### config.mk
export PLATFORM = sky130hd
export DESIGN_NAME = bumc_top
export DESIGN_NICKNAME = d
export VERILOG_FILES = /design/src/hdl/bumc_pkg.sv /design/src/hdl/bumc_addr_fmt.sv /design/src/hdl/bumc_mask_reg.sv /design/src/hdl/bumc_top.sv
export SDC_FILE = /design/constraint.sdc
export NUM_CORES = 1
export LEC_CHECK = 0
export ABC_AREA = 0
export BUFFER_PORTS_ARGS = -buffer_cell sky130_fd_sc_hd__clkbuf_2
export CAP_MARGIN = 15
export CORE_MARGIN = 5
export CORE_UTILIZATION = 53
export DETAILED_ROUTE_END_ITERATION = 10
export HOLD_SLACK_MARGIN = 0.1
export PLACE_DENSITY = 0.86
export RECOVER_POWER = 50
export SLEW_MARGIN = 10
export SYNTH_ARGS = -nofsm -noshare
export SYNTH_HDL_FRONTEND = slang
export SYNTH_SLANG_ARGS = --single-unit
### constraint.sdc
create_clock -name clk_i -period 24.4 [get_ports clk_i]
set_clock_uncertainty 0.15 [all_clocks]
set_input_delay 4.88 -clock clk_i [delete_from_list [all_inputs] [get_ports clk_i]]
set_output_delay 4.88 -clock clk_i [all_outputs]
set_load 0.03 [all_outputs]
### src/hdl/bumc_pkg.sv
// Shared constants and carriers for the bus-unit machine-check reporting block.
// Assumes a single 50 MHz core clock and model-specific register accesses from the core.
package bumc_pkg;

  // ----------------------------------------------------------------------
  // Register addresses
  // ----------------------------------------------------------------------
  localparam logic [31:0] BUMC_ADDR_BU_ENABLE  = 32'h0000_0408;
  localparam logic [31:0] BUMC_ADDR_BU_STATUS  = 32'h0000_0409;
  localparam logic [31:0] BUMC_ADDR_BU_ERRADDR = 32'h0000_040a;
  localparam logic [31:0] BUMC_ADDR_LS_ENABLE  = 32'h0000_040c;
  localparam logic [31:0] BUMC_ADDR_LS_STATUS  = 32'h0000_040d;
  localparam logic [31:0] BUMC_ADDR_LS_ERRADDR = 32'h0000_040e;
  localparam logic [31:0] BUMC_ADDR_BU_MASK    = 32'hc001_0046;

  // ----------------------------------------------------------------------
  // Field layout and reset values
  // ----------------------------------------------------------------------
  localparam int unsigned BUMC_BU_EN_W = 20;
  localparam int unsigned BUMC_LS_EN_W = 3;
  localparam logic [19:0] BUMC_BU_EN_RST = 20'h0_0000;
  localparam logic [2:0]  BUMC_LS_EN_RST = 3'h0;
  localparam logic [63:0] BUMC_REG_RST   = 64'h0000_0000_0000_0000;

  // Bus-unit enable bit positions.
  localparam int unsigned EN_RD_PREFETCH  = 0;
  localparam int unsigned EN_RD_TLB       = 1;
  localparam int unsigned EN_RD_ALL       = 2;
  localparam int unsigned EN_SECC1_TLB    = 3;
  localparam int unsigned EN_SECC1_PF     = 4;
  localparam int unsigned EN_SECCM_TLB    = 5;
  localparam int unsigned EN_SECCM_PF     = 6;
  localparam int unsigned EN_TPAR_FETCH   = 7;
  localparam int unsigned EN_DECC1_TLB    = 12;
  localparam int unsigned EN_DECCM_TLB    = 15;
  localparam int unsigned EN_TECC1_SCRUB  = 18;
  localparam int unsigned EN_TECCM_SCRUB  = 19;
  localparam int unsigned EN_NONE         = 31;

  // Load/store enable bit positions.
  localparam int unsigned EN_LS_LOAD  = 0;
  localparam int unsigned EN_LS_STORE = 1;

  // Status field positions.
  localparam int unsigned ST_VAL   = 63;
  localparam int unsigned ST_OVER  = 62;
  localparam int unsigned ST_UC    = 61;
  localparam int unsigned ST_EN    = 60;
  localparam int unsigned ST_ADDRESS_VALID_FLAG = 58;
  localparam int unsigned ST_PCC   = 57;
  localparam int unsigned ST_CORRECTED_ECC_FLAG  = 46;
  localparam int unsigned ST_UNCORRECTED_ECC_FLAG  = 45;
  localparam int unsigned ST_SCRUB = 40;

  // Address layout.
  localparam int unsigned ADDR_PHYS_HI = 39;
  localparam int unsigned ADDR_LINE_LO = 6;
  localparam int unsigned ADDR_WAY_W   = 4;

  // ----------------------------------------------------------------------
  // Types
  // ----------------------------------------------------------------------
  typedef enum logic [2:0] {
    SRC_SYS_READ, SRC_SYS_ECC, SRC_TAG_PARITY, SRC_TAG_ECC, SRC_DATA_ECC, SRC_ADDR_RANGE
  } bumc_src_e;

  typedef enum logic [2:0] {
    ACC_FETCH, ACC_TLB, ACC_PREFETCH, ACC_SNOOP, ACC_COPYBACK, ACC_SCRUB
  } bumc_acc_e;

  typedef enum logic [1:0] {
    L2_1MB, L2_512KB, L2_256KB, L2_128KB
  } bumc_l2size_e;

  typedef struct packed {
    logic                   valid;
    bumc_src_e              src;
    bumc_acc_e              acc;
    logic                   multi;
    logic [39:0]            phys;
    logic [3:0]             way;
  } bumc_bu_err_s;

  typedef struct packed {
    logic                   valid;
    logic                   store;
    logic                   addr_ok;
    logic [39:0]            phys;
  } bumc_ls_err_s;

  typedef struct packed {
    logic                   req;
    logic                   we;
    logic [31:0]            addr;
    logic [63:0]            wdata;
  } bumc_msr_req_s;

endpackage

### src/hdl/bumc_addr_fmt.sv
// Forms the logged bus-unit error address from the error source and cache size.
// Assumes the physical address and way arrive with the error event.
`timescale 1ns/1ps
module bumc_addr_fmt
  import bumc_pkg::*;
(
  input  bumc_pkg::bumc_src_e    src_i,  // Error source.
  input  bumc_pkg::bumc_l2size_e size_i, // Configured cache size.
  input  wire logic [39:0]       phys_i, // Physical address.
  input  wire logic [3:0]        way_i,  // Encoded cache way.
  output logic      [63:0]       addr_o  // Address to log.
);

  logic [39:0] set_mask;

  always_comb
  begin
    case (size_i)
      L2_1MB:   set_mask = 40'h00_0000_ffc0;
      L2_512KB: set_mask = 40'h00_0000_7fc0;
      L2_256KB: set_mask = 40'h00_0000_3fc0;
      L2_128KB: set_mask = 40'h00_0000_1fc0;
      default:  set_mask = 40'h00_0000_0000;
    endcase
  end

  always_comb
  begin
    if (src_i == SRC_TAG_PARITY || src_i == SRC_TAG_ECC)
    begin
      addr_o = {24'h00_0000, (phys_i & set_mask) | {36'h0_0000_0000, way_i}}; // RQ12
    end
    else
    begin
      addr_o = {24'h00_0000, phys_i[ADDR_PHYS_HI:ADDR_LINE_LO], 6'h00}; // RQ11 RQ10
    end
  end

endmodule

### src/hdl/bumc_mask_reg.sv
// Enable register whose bits can be barred from being set by a mask.
// Assumes write strobe and data come from logic on the same clock.
`timescale 1ns/1ps
module bumc_mask_reg #(
  parameter int unsigned W = 20
) (
  input  wire logic         clk_i,   // Core clock.
  input  wire logic         rst_n_i, // Synchronised reset, active low.
  input  wire logic         we_i,    // Write strobe.
  input  wire logic [W-1:0] wdata_i, // Write data.
  input  wire logic [W-1:0] mask_i,  // Ones bar setting the matching bit.
  output logic      [W-1:0] q_o      // Current enables.
);

  // A masked bit may still be cleared, and one already set stays set on a write of one.
  always_ff @(posedge clk_i or negedge rst_n_i)
  begin
    if (!rst_n_i)
    begin
      q_o <= '0;
    end
    else if (we_i)
    begin
      q_o <= wdata_i & (~mask_i | q_o); // RQ7
    end
  end

endmodule

### src/hdl/bumc_top.sv
// Bus-unit and load/store machine-check reporting registers.
// Assumes error events and register accesses are synchronous to clk_i;
// the global enables come from the global control register elsewhere in the core.
`timescale 1ns/1ps

// Contract
// [RQ1] Bit 0 reports read errors on prefetch, bit 1 on TLB reload.
// [RQ2] Bit 2 reports system read errors for every operation type.
// [RQ3] Bits 3-6 report system ECC errors, single/multi, TLB/prefetch.
// [RQ4] Bits 7-11 report tag parity for fetch, TLB, snoop, copyback, scrub.
// [RQ5] Bits 12-14 single, 15-17 multi data ECC for TLB, snoop, copyback.
// [RQ6] Bits 18 and 19 report tag single and multi ECC found by scrub.
// [RQ7] A set mask bit stops writes setting the matching enable bit.
// [RQ8] Bus-unit status records the detected error in the common status layout.
// [RQ9] Error address is meaningful only while the address-valid flag is one.
// [RQ10] Logged address is at most 48 bits, valid bits depend on type.
// [RQ11] Data array and out-of-range errors log physical bits 39 to 6.
// [RQ12] Tag errors log way in bits 3-0 and size-dependent set index.
// [RQ13] Global on, local off: log the error but raise no exception.
// [RQ14] Global load/store enable off: neither log nor report load/store errors.
// [RQ15] Load/store bits 0 and 1 act only while bus-unit bit 2 is one.
// [RQ16] Load/store control bits 63-3 read zero; bit 2 plain read-write.
// [RQ17] Bus-unit errors are logged only while the global enable is set.
// [RQ18] Single-bit marks corrected, multi-bit uncorrected, scrub errors set scrub flag; code sets it only for tag parity and tag ECC errors.
module bumc_top
  import bumc_pkg::*;
(
  input  wire logic              clk_i,         // Core clock, 50 MHz.
  input  wire logic              arst_n_i,      // Asynchronous reset, active low.
  input  bumc_pkg::bumc_msr_req_s msr_i,        // Register access request.
  output logic                   msr_ack_o,     // Access answered, one-cycle pulse.
  output logic                   msr_err_o,     // Unmapped address, with ack.
  output logic      [63:0]       msr_rdata_o,   // Read data, valid with ack.
  input  wire logic              global_bus_unit_enable_i,   // Global bus-unit enable.
  input  wire logic              global_load_store_enable_i, // Global load/store enable.
  input  bumc_pkg::bumc_l2size_e l2_size_i,     // Configured cache size.
  input  bumc_pkg::bumc_bu_err_s bu_err_i,      // Bus-unit error event.
  input  bumc_pkg::bumc_ls_err_s ls_err_i,      // Load/store error event.
  output logic                   bu_mce_o,      // Bus-unit exception, one-cycle pulse.
  output logic                   ls_mce_o       // Load/store exception, one-cycle pulse.
);

  // ----------------------------------------------------------------------
  // Reset release
  // ----------------------------------------------------------------------
  logic rst_meta_q;
  logic rst_n;

  always_ff @(posedge clk_i or negedge arst_n_i)
  begin
    if (!arst_n_i)
    begin
      rst_meta_q <= 1'b0;
      rst_n      <= 1'b0;
    end
    else
    begin
      rst_meta_q <= 1'b1;
      rst_n      <= rst_meta_q;
    end
  end

  // ----------------------------------------------------------------------
  // Register decode
  // ----------------------------------------------------------------------
  logic               wr_bu_en;
  logic               wr_bu_mask;
  logic               wr_bu_st;
  logic               wr_bu_addr;
  logic               wr_ls_en;
  logic               wr_ls_st;
  logic               wr_ls_addr;
  logic               hit;
  logic [19:0]        bu_en;
  logic [19:0]        bu_mask_q;
  logic [2:0]         ls_en_q;
  logic [63:0]        bu_st_q;
  logic [63:0]        bu_addr_q;
  logic [63:0]        ls_st_q;
  logic [63:0]        ls_addr_q;
  logic [63:0]        rd_mux;

  assign wr_bu_en   = msr_i.req && msr_i.we && msr_i.addr == BUMC_ADDR_BU_ENABLE;
  assign wr_bu_mask = msr_i.req && msr_i.we && msr_i.addr == BUMC_ADDR_BU_MASK;
  assign wr_bu_st   = msr_i.req && msr_i.we && msr_i.addr == BUMC_ADDR_BU_STATUS;
  assign wr_bu_addr = msr_i.req && msr_i.we && msr_i.addr == BUMC_ADDR_BU_ERRADDR;
  assign wr_ls_en   = msr_i.req && msr_i.we && msr_i.addr == BUMC_ADDR_LS_ENABLE;
  assign wr_ls_st   = msr_i.req && msr_i.we && msr_i.addr == BUMC_ADDR_LS_STATUS;
  assign wr_ls_addr = msr_i.req && msr_i.we && msr_i.addr == BUMC_ADDR_LS_ERRADDR;

  always_comb
  begin
    hit    = 1'b1;
    rd_mux = 64'h0000_0000_0000_0000;
    case (msr_i.addr)
      BUMC_ADDR_BU_ENABLE:  rd_mux = {44'h000_0000_0000, bu_en};
      BUMC_ADDR_BU_MASK:    rd_mux = {44'h000_0000_0000, bu_mask_q};
      BUMC_ADDR_BU_STATUS:  rd_mux = bu_st_q;
      BUMC_ADDR_BU_ERRADDR: rd_mux = bu_addr_q;
      BUMC_ADDR_LS_ENABLE:  rd_mux = {61'h0, ls_en_q}; // RQ16
      BUMC_ADDR_LS_STATUS:  rd_mux = ls_st_q;
      BUMC_ADDR_LS_ERRADDR: rd_mux = ls_addr_q;
      default:              hit    = 1'b0;
    endcase
  end

  // Answer one cycle after the request; writes also answer, with zero data.
  always_ff @(posedge clk_i or negedge rst_n)
  begin
    if (!rst_n)
    begin
      msr_ack_o   <= 1'b0;
      msr_err_o   <= 1'b0;
      msr_rdata_o <= BUMC_REG_RST;
    end
    else
    begin
      msr_ack_o   <= msr_i.req;
      msr_err_o   <= msr_i.req && !hit;
      msr_rdata_o <= (msr_i.req && !msr_i.we) ? rd_mux : BUMC_REG_RST;
    end
  end

  // ----------------------------------------------------------------------
  // Enable and mask registers
  // ----------------------------------------------------------------------
  always_ff @(posedge clk_i or negedge rst_n)
  begin
    if (!rst_n)
    begin
      bu_mask_q <= BUMC_BU_EN_RST;
    end
    else if (wr_bu_mask)
    begin
      bu_mask_q <= msr_i.wdata[19:0];
    end
  end

  bumc_mask_reg #(
    .W       (BUMC_BU_EN_W)
  ) u_bu_en (
    .clk_i   (clk_i),
    .rst_n_i (rst_n),
    .we_i    (wr_bu_en),
    .wdata_i (msr_i.wdata[19:0]),
    .mask_i  (bu_mask_q),
    .q_o     (bu_en)
  );

  // Bit 2 is kept as storage only; only the register read returns it.
  always_ff @(posedge clk_i or negedge rst_n)
  begin
    if (!rst_n)
    begin
      ls_en_q <= BUMC_LS_EN_RST;
    end
    else if (wr_ls_en)
    begin
      ls_en_q <= msr_i.wdata[2:0]; // RQ16
    end
  end

  // ----------------------------------------------------------------------
  // Bus-unit classification
  // ----------------------------------------------------------------------
  logic        bu_local;
  logic        bu_log;
  logic        bu_address_valid_flag;
  logic        bu_uc;
  logic        bu_pcc;
  logic        bu_ecc;
  logic        bu_scrub;
  logic [63:0] bu_addr_fmt;
  int unsigned idx;

  // Index into the enable bits; the multi-bit copy sits three above for data ECC, two for system ECC, one for tag ECC.
  always_comb
  begin
    idx = EN_NONE;
    case (bu_err_i.src)
      SRC_SYS_ECC:
        if (bu_err_i.acc == ACC_TLB)
          idx = bu_err_i.multi ? EN_SECCM_TLB : EN_SECC1_TLB; // RQ3
        else if (bu_err_i.acc == ACC_PREFETCH)
          idx = bu_err_i.multi ? EN_SECCM_PF : EN_SECC1_PF; // RQ3
      SRC_TAG_PARITY:
        // Prefetch has no tag parity enable, so the later access kinds sit one lower.
        if (bu_err_i.acc inside {ACC_FETCH, ACC_TLB})
          idx = EN_TPAR_FETCH + 32'(bu_err_i.acc); // RQ4
        else if (bu_err_i.acc inside {ACC_SNOOP, ACC_COPYBACK, ACC_SCRUB})
          idx = EN_TPAR_FETCH + 32'(bu_err_i.acc) - 32'd1; // RQ4
      SRC_TAG_ECC:
        if (bu_err_i.acc == ACC_SCRUB)
          idx = bu_err_i.multi ? EN_TECCM_SCRUB : EN_TECC1_SCRUB; // RQ6
      SRC_DATA_ECC:
        if (bu_err_i.acc inside {ACC_TLB, ACC_SNOOP, ACC_COPYBACK})
          idx = (bu_err_i.multi ? EN_DECCM_TLB : EN_DECC1_TLB)
                + 32'(bu_err_i.acc) - 32'(ACC_TLB) - (bu_err_i.acc == ACC_TLB ? 0 : 1); // RQ5
      default:
        idx = EN_NONE;
    endcase
  end

  always_comb
  begin
    if (bu_err_i.src == SRC_SYS_READ)
    begin
      bu_local = bu_en[EN_RD_ALL] // RQ2
              || (bu_err_i.acc == ACC_PREFETCH && bu_en[EN_RD_PREFETCH]) // RQ1
              || (bu_err_i.acc == ACC_TLB && bu_en[EN_RD_TLB]); // RQ1
    end
    else if (idx < BUMC_BU_EN_W)
    begin
      bu_local = bu_en[idx[4:0]];
    end
    else
    begin
      bu_local = 1'b0;
    end
  end

  assign bu_log   = bu_err_i.valid && global_bus_unit_enable_i; // RQ17
  assign bu_ecc   = bu_err_i.src inside {SRC_SYS_ECC, SRC_TAG_ECC, SRC_DATA_ECC};
  assign bu_scrub = bu_err_i.acc == ACC_SCRUB
                 && bu_err_i.src inside {SRC_TAG_PARITY, SRC_TAG_ECC}; // RQ18
  assign bu_address_valid_flag = !(bu_err_i.acc == ACC_PREFETCH
                 && bu_err_i.src inside {SRC_SYS_READ, SRC_SYS_ECC});
  assign bu_uc    = bu_ecc ? bu_err_i.multi : 1'b1;
  assign bu_pcc   = (bu_err_i.src == SRC_TAG_PARITY) ? bu_err_i.acc != ACC_SCRUB :
                    (bu_err_i.src inside {SRC_SYS_ECC, SRC_DATA_ECC}) ? bu_err_i.multi :
                    1'b0;

  bumc_addr_fmt u_fmt (
    .src_i  (bu_err_i.src),
    .size_i (l2_size_i),
    .phys_i (bu_err_i.phys),
    .way_i  (bu_err_i.way),
    .addr_o (bu_addr_fmt)
  );

  // ----------------------------------------------------------------------
  // Bus-unit logging; a logged error wins over a software write in the same cycle
  // ----------------------------------------------------------------------
  always_ff @(posedge clk_i or negedge rst_n)
  begin
    if (!rst_n)
    begin
      bu_st_q   <= BUMC_REG_RST;
      bu_addr_q <= BUMC_REG_RST;
    end
    else if (bu_log)
    begin
      bu_st_q           <= BUMC_REG_RST; // RQ8
      bu_st_q[ST_VAL]   <= 1'b1;
      bu_st_q[ST_OVER]  <= bu_st_q[ST_VAL];
      bu_st_q[ST_UC]    <= bu_uc;
      bu_st_q[ST_EN]    <= bu_local;
      bu_st_q[ST_ADDRESS_VALID_FLAG] <= bu_address_valid_flag; // RQ9
      bu_st_q[ST_PCC]   <= bu_pcc;
      bu_st_q[ST_CORRECTED_ECC_FLAG]  <= bu_ecc && !bu_err_i.multi; // RQ18
      bu_st_q[ST_UNCORRECTED_ECC_FLAG]  <= bu_ecc && bu_err_i.multi; // RQ18
      bu_st_q[ST_SCRUB] <= bu_scrub;
      bu_addr_q         <= bu_address_valid_flag ? bu_addr_fmt : BUMC_REG_RST; // RQ11 RQ12
    end
    else
    begin
      if (wr_bu_st)
        bu_st_q <= msr_i.wdata;
      if (wr_bu_addr)
        bu_addr_q <= msr_i.wdata;
    end
  end

  always_ff @(posedge clk_i or negedge rst_n)
  begin
    if (!rst_n)
      bu_mce_o <= 1'b0;
    else
      bu_mce_o <= bu_log && bu_local; // RQ13 RQ17
  end

  // ----------------------------------------------------------------------
  // Load/store logging
  // ----------------------------------------------------------------------
  logic ls_local;
  logic ls_log;

  assign ls_local = bu_en[EN_RD_ALL]
                 && (ls_err_i.store ? ls_en_q[EN_LS_STORE] : ls_en_q[EN_LS_LOAD]); // RQ15
  assign ls_log   = ls_err_i.valid && global_load_store_enable_i; // RQ14

  always_ff @(posedge clk_i or negedge rst_n)
  begin
    if (!rst_n)
    begin
      ls_st_q   <= BUMC_REG_RST;
      ls_addr_q <= BUMC_REG_RST;
    end
    else if (ls_log)
    begin
      ls_st_q           <= BUMC_REG_RST;
      ls_st_q[ST_VAL]   <= 1'b1;
      ls_st_q[ST_OVER]  <= ls_st_q[ST_VAL];
      ls_st_q[ST_UC]    <= 1'b1;
      ls_st_q[ST_EN]    <= ls_local; // RQ13
      ls_st_q[ST_ADDRESS_VALID_FLAG] <= ls_err_i.addr_ok;
      ls_st_q[ST_PCC]   <= ls_err_i.addr_ok;
      ls_addr_q         <= {24'h00_0000, ls_err_i.phys};
    end
    else
    begin
      if (wr_ls_st)
        ls_st_q <= msr_i.wdata;
      if (wr_ls_addr)
        ls_addr_q <= msr_i.wdata;
    end
  end

  always_ff @(posedge clk_i or negedge rst_n)
  begin
    if (!rst_n)
      ls_mce_o <= 1'b0;
    else
      ls_mce_o <= ls_log && ls_local; // RQ13 RQ15
  end
endmodule

**Word level (Yosys, flattened, before mapping)**

Index checks and enable logic that the tools add are counted.

- Bitwise logic cells: 5
- $lt $le $gt $ge: 2
- Equality and inequality tests: 20
- Muxes and demuxes: 34
- Add/sub/neg operators: 5
- Reductions and logical operators: 43

Operators with widths:

| kind | number |
|---|---|
| 2-to-1 mux 64 bit | 10 |
| one-hot mux 64 bit (7 select lines) | 1 |
| == test 32 x 11 -> 1 bit, second input constant | 6 |
| one-hot mux 40 bit (4 select lines) | 1 |
| one-hot mux 32 bit (4 select lines) | 1 |
| 2-to-1 mux 32 bit | 3 |
| bitwise AND 40 bit | 1 |
| 2-to-1 mux 40 bit | 1 |
| bitwise OR 40 x 4 -> 40 bit | 1 |
| == test 32 bit, second input constant | 1 |
| less-than comparator 32 x 5 -> 1 bit, second input constant | 1 |
| logical AND 1 bit | 21 |
| bitwise AND 20 bit | 1 |
| inverter 20 bit | 1 |
| bitwise OR 20 bit | 1 |
| nonzero test 2 bit | 8 |
| == test 3 x 2 -> 1 bit, second input constant | 4 |
| 2-to-1 mux 1 bit | 10 |
| 2-to-1 mux 5 bit | 2 |
| == test 3 bit, second input constant | 3 |
| nonzero test 3 bit | 3 |
| OR reduction 7 bit | 1 |
| subtractor 6 x 2 -> 7 bit | 1 |
| == test 3 x 1 -> 1 bit, second input constant | 2 |
| other kinds (16) | 24 |

- Bits in registers: 369
- Logic and storage cells: 123
- Input port bits: 199

**Depth between registers and ports, before layout**

- Depth after elaboration: 11
- Mapped depth: 14
- Depth with buffers taken out: 14

**Cells and area by module**

Synthesis repeated with hierarchy kept, for this count alone.

- Cells, all modules: 1,544
- Area total of the unflattened synthesis: 16,947.5 sq um

Modules (own cells, without submodules):

| module | instances | cells an instance | area each (sq um) |
|---|---|---|---|
| bumc_top | 1 | 1,389 | 15,382.3 |
| bumc_mask_reg | 1 | 84 | 1,048.5 |
| bumc_addr_fmt | 1 | 71 | 516.7 |

**Worst setup path after synthesis**

No wires, ideal clock.

- Path kind: in2reg
- Start: in bu_err_i[46] (netlist bit)
- End: reg bu_st_q[60]
- Path buffers: 1
- Stages on the path: 12
- Path slack: 16,623 ps
- Data arrival time: 7,500 ps
- Required time: 24,123 ps
- Cells stage by stage: inv_1 > ha_1 > buf_2 > nand2_1 > ha_1 > o211ai_4 > a221oi_4 > mux4_1 > a41oi_1 > nand3b_1 > o211a_1 > nand3b_1

- Word-level cells in the longest chain between the ends: 10
- Elaborated cells between the ends (all ways): 32

Ends and longest elaborated chain:

| element | line | source |
|---|---|---|
| start: declaration | bumc_top.sv:37 | `input bumc_pkg::bumc_bu_err_s bu_err_i,` |
| parallel branches: the longest is 8 deep, another holds less-than comparator 32 x 5 -> 1 bit | -- |  |
| 2-to-1 mux 1 bit (*) | bumc_top.sv:206 | `if (bu_err_i.src == SRC_SYS_READ)` |
| 2-to-1 mux 64 bit (*) | bumc_top.sv:251 | `else if (bu_log)` |
| end signal: indexed assignment | bumc_top.sv:255 | `bu_st_q[ST_OVER] <= bu_st_q[ST_VAL];` |
| end signal: indexed assignment | bumc_top.sv:256 | `bu_st_q[ST_UC] <= bu_uc;` |
| end signal: indexed assignment | bumc_top.sv:257 | `bu_st_q[ST_EN] <= bu_local;` |
| end: declaration | bumc_top.sv:77 | `logic [63:0] bu_st_q;` |

Mark *: on every way between the ends. The select of a mux whose other input is x is not followed.
A chain may end at the register's enable or synchronous reset.

==> impl_metrics.sql <==
INSERT INTO impl_metrics (metric_group, metric, value, unit) VALUES
('setup_path', 'timing.critical_path.slowest_stage_cell', 'sky130_fd_sc_hd__clkbuf_1', ''),
('floorplan', 'dieArea', '0.0337', 'sq mm'),
('hold_path', 'min-delay-path-class', 'flop to flop', ''),
('setup_path', 'critical_path.startpoint_type', 'flop', ''),
('power', 'total_power', '1.35', 'mW'),
('layout', 'multi_input_area', '0.00631', 'sq mm'),
('clock_network', 'clk_path_buf_depth', '3', ''),
('detailed_routing', 'wl_met1', '18.6', 'mm'),
('logic_synthesis', 'synth_seq_area_share', '57.8', '%'),
('logic_synthesis', 'synthesis.yosys.warnings', '0', ''),
('clock_network', 'cts_made_buffers', '40', ''),
('logic_synthesis', 'synth_largest_area_cell', 'sky130_fd_sc_hd__dfrtp_1', ''),
('status', 'status', 'complete, but fails checks', ''),
('clock_network', 'worst_setup_hold_path_clk_slew', '0.06', 'ns'),
('power', 'cellLeakagePower', '8.67', 'nW'),
('setup_path', 'critical_path.max_fanout', '186', ''),
('setup_path', 'cp_num_buf_inv', '1', ''),
('run', 'max_cap_violations', '5', ''),
('detailed_routing', 'drc', '0', ''),
('status', 'violations_in_the_final_reports', 'capacitance limit, slew limit', ''),
('layout', 'stdcell_area', '0.0188', 'sq mm'),
('clock_network', 'cts.hold.buffers_added', '0', ''),
('detailed_routing', 'dr_total_vias', '13200', ''),
('grt', 'via_count_of_the_first_global_routing_pass', '14000', ''),
('sta', 'maxClockFrequency', '0.0921', 'GHz'),
('setup_path', 'critical-path-top-delay-family', 'buffers and inverters', ''),
('floorplan', 'die_width', '184', 'microns'),
('setup_path', 'worstSetupEndpointType', 'asynchronous set/reset pin', ''),
('setup_path', 'critPathArrivalTime', '8.91', 'ns'),
('logic_synthesis', 'count_of_flip_flops_with_a_built_in_enable_after_synthesis', '0', ''),
('clock_network', 'cts_tree', 'done', ''),
('logic_synthesis', 'ys_top_cells_by_area', 'sky130_fd_sc_hd__dfrtp_1 58%, sky130_fd_sc_hd__a22o_1 9.8%, sky130_fd_sc_hd__a222oi_1 4.0%, sky130_fd_sc_hd__nand2_1 3.7%, sky130_fd_sc_hd__mux2i_1 3.1%', ''),
('floorplan', 'fp.coreArea', '0.0297', 'sq mm'),
('grt', 'antenna_violations_before_repair', '2', ''),
('clock_network', 'ctsResizeCount', '0', ''),
('detailed_routing', 'met2RoutedLength', '22.8', 'mm'),
('logic_synthesis', 'postSynthRegisterBits', '369', ''),
('clock_network', 'root_buffer', 'sky130_fd_sc_hd__clkbuf_16', ''),
('detailed_routing', 'dr.pass1.iters', '8', ''),
('layout', 'fillerInstances', '2213', ''),
('layout', 'post-route-util', '63.4', '%'),
('grt', 'grt_overflow', '0', ''),
('sta', 'finalMaxSlewViolations', '419', ''),
('floorplan', 'floorplan.rows', '63', ''),
('logic_synthesis', 'synthFlopType', 'sky130_fd_sc_hd__dfrtp_1', ''),
('logic_synthesis', 'synth_area_per_cell', '11.4', 'sq um'),
('layout', 'drive_gt1_share', '22.1', '%'),
('setup_path', 'critical_path.cell_chain', 'clkbuf_1', ''),
('floorplan', 'io_pins', '267', ''),
('logic_synthesis', 'synth.net_count', '1606', ''),
('setup_path', 'worst-setup-path-type', 'flop to asynchronous set/reset pin', ''),
('floorplan', 'start_util', '53.8', '%'),
('grt', 'track_usage', '28.0', '%'),
('floorplan', 'fp.dieH', '184', 'microns'),
('sta', 'tightestPinTransition', '9.52', 'ns'),
('layout', 'layout_commonest_cell', 'sky130_fd_sc_hd__dfrtp_1', ''),
('layout', 'area.sequential', '0.00923', 'sq mm'),
('layout', 'area_delta_synth_final', '17.8', '%'),
('clock_network', 'postCtsSetupBuffers', '0', ''),
('logic_synthesis', 'fraction_of_registers_with_async_set_reset', '100', '%'),
('grt', 'grt_first_pass_wirelength', '75.5', 'mm'),
('detailed_routing', 'detail-route-antenna-nets', '0', ''),
('logic_synthesis', 'synth.top_cell.area_share', '57.8', '%'),
('setup_path', 'critPathRequiredTime', '22.46', 'ns'),
('logic_synthesis', 'synth_cell_area', '0.0160', 'sq mm'),
('sta', 'slew-limit-headroom', '-535', '%'),
('sta', 'timing.final.setup_violations', '0', ''),
('sta', 'crit_share_post_route', '44.5', '%'),
('power', 'ir_worst_vdd', '0.0509', 'mV'),
('place', 'placedInstanceArea', '0.0176', 'sq mm'),
('power', 'power-per-cell-area', '72.0', 'mW/mm^2');
path summary, 6_finish.rpt:
check / start / endpoint / slack (ns) / cells past startpoint
worst max-delay path: rst_n$_DFF_PN0_ / ls_st_q[4]$_DFFE_PN0P_ / 13.55 / 1
worst min register to register: rst_meta_q$_DFF_PN0_ / rst_n$_DFF_PN0_ / 0.22 / 0
worst max register to register: rst_n$_DFF_PN0_ / ls_st_q[4]$_DFFE_PN0P_ / 13.55 / 1
max in group clk_i: ls_err_i[42] / ls_st_q[26]$_DFFE_PN0P_ / 14.73 / 5
min in group asynchronous: rst_n$_DFF_PN0_ / msr_rdata_o[27]$_DFF_PN0_ / 0.57 / 0
worst min-delay path: rst_meta_q$_DFF_PN0_ / rst_n$_DFF_PN0_ / 0.22 / 0
through the flow:
| stage | hold slack, ns | setup slack [ns] |
|---|---|---|
| after floorplan | 0.181 | 13.20 |
| after global placement | 0.183 | 15.67 |
| after detailed placement | 0.185 | 15.45 |
| after CTS | 0.211 | 16.00 |
| after global routing | 0.233 | 11.32 |
| final | 0.217 | 13.55 |
cells by family after synthesis:
| kind of cell | after synthesis | share of synthesized area, % |
|---|---|---|
| adders and majority gates | 11 | 0.908 |
| DFF | 369 | 57.8 |
| xor gates and xnor gates | 2 | 0.110 |
| muxes | 78 | 5.39 |
| AOI/OAI and AO/OA | 470 | 23.3 |
| buffers and inverters | 134 | 3.32 |
| other | 1 | 0.0235 |
| and+or+nand+nor | 331 | 9.21 |
layer usage:
metal	global-route usage [%]	up-vias
met1	37.4	6593
met5	0	-
met4	10.8	2
met2	45.4	785
li1	-	5677
met3	5.68	141
synth_stat cells, drive strengths merged (25+ instances only):
cell type	number
nor2	108
a22o	179
mux2i	50
a222oi	64
nand2	157
buf	25
o21ai	59
a221oi	37
dfrtp	369
clkbuf	100
mux2	25
a21oi	63
state kept, by name (all words and copies together) (netlist names), 3 cells and up:
signal / count
bu_addr_q: 64
bu_st_q: 64
ls_addr_q: 64
ls_st_q: 64
msr_rdata_o: 64
bu_mask_q: 20
u_bu_en.q_o: 20
ls_en_q: 3
report_power, final:
group / switching [mW] / internal (mW)
clock network: 0.241 / 0.370
registers: 0.0128 / 0.633
logic: 0.0641 / 0.0334
total: 0.318 / 1.04
cell type report:
| class | instances | share of cell area (%) |
|---|---|---|
| multi-input combinational | 893 | 33.5 |
| timing repair buffer | 284 | 7.60 |
| clock buffer | 60 | 6.14 |
| sequential | 369 | 49.0 |
| antenna | 1 | 0.0133 |
| tap | 390 | 2.59 |
| inverter | 9 | 0.179 |
| clock inverter | 11 | 0.924 |
No activity file was read; power rests on OpenSTA's default activity.
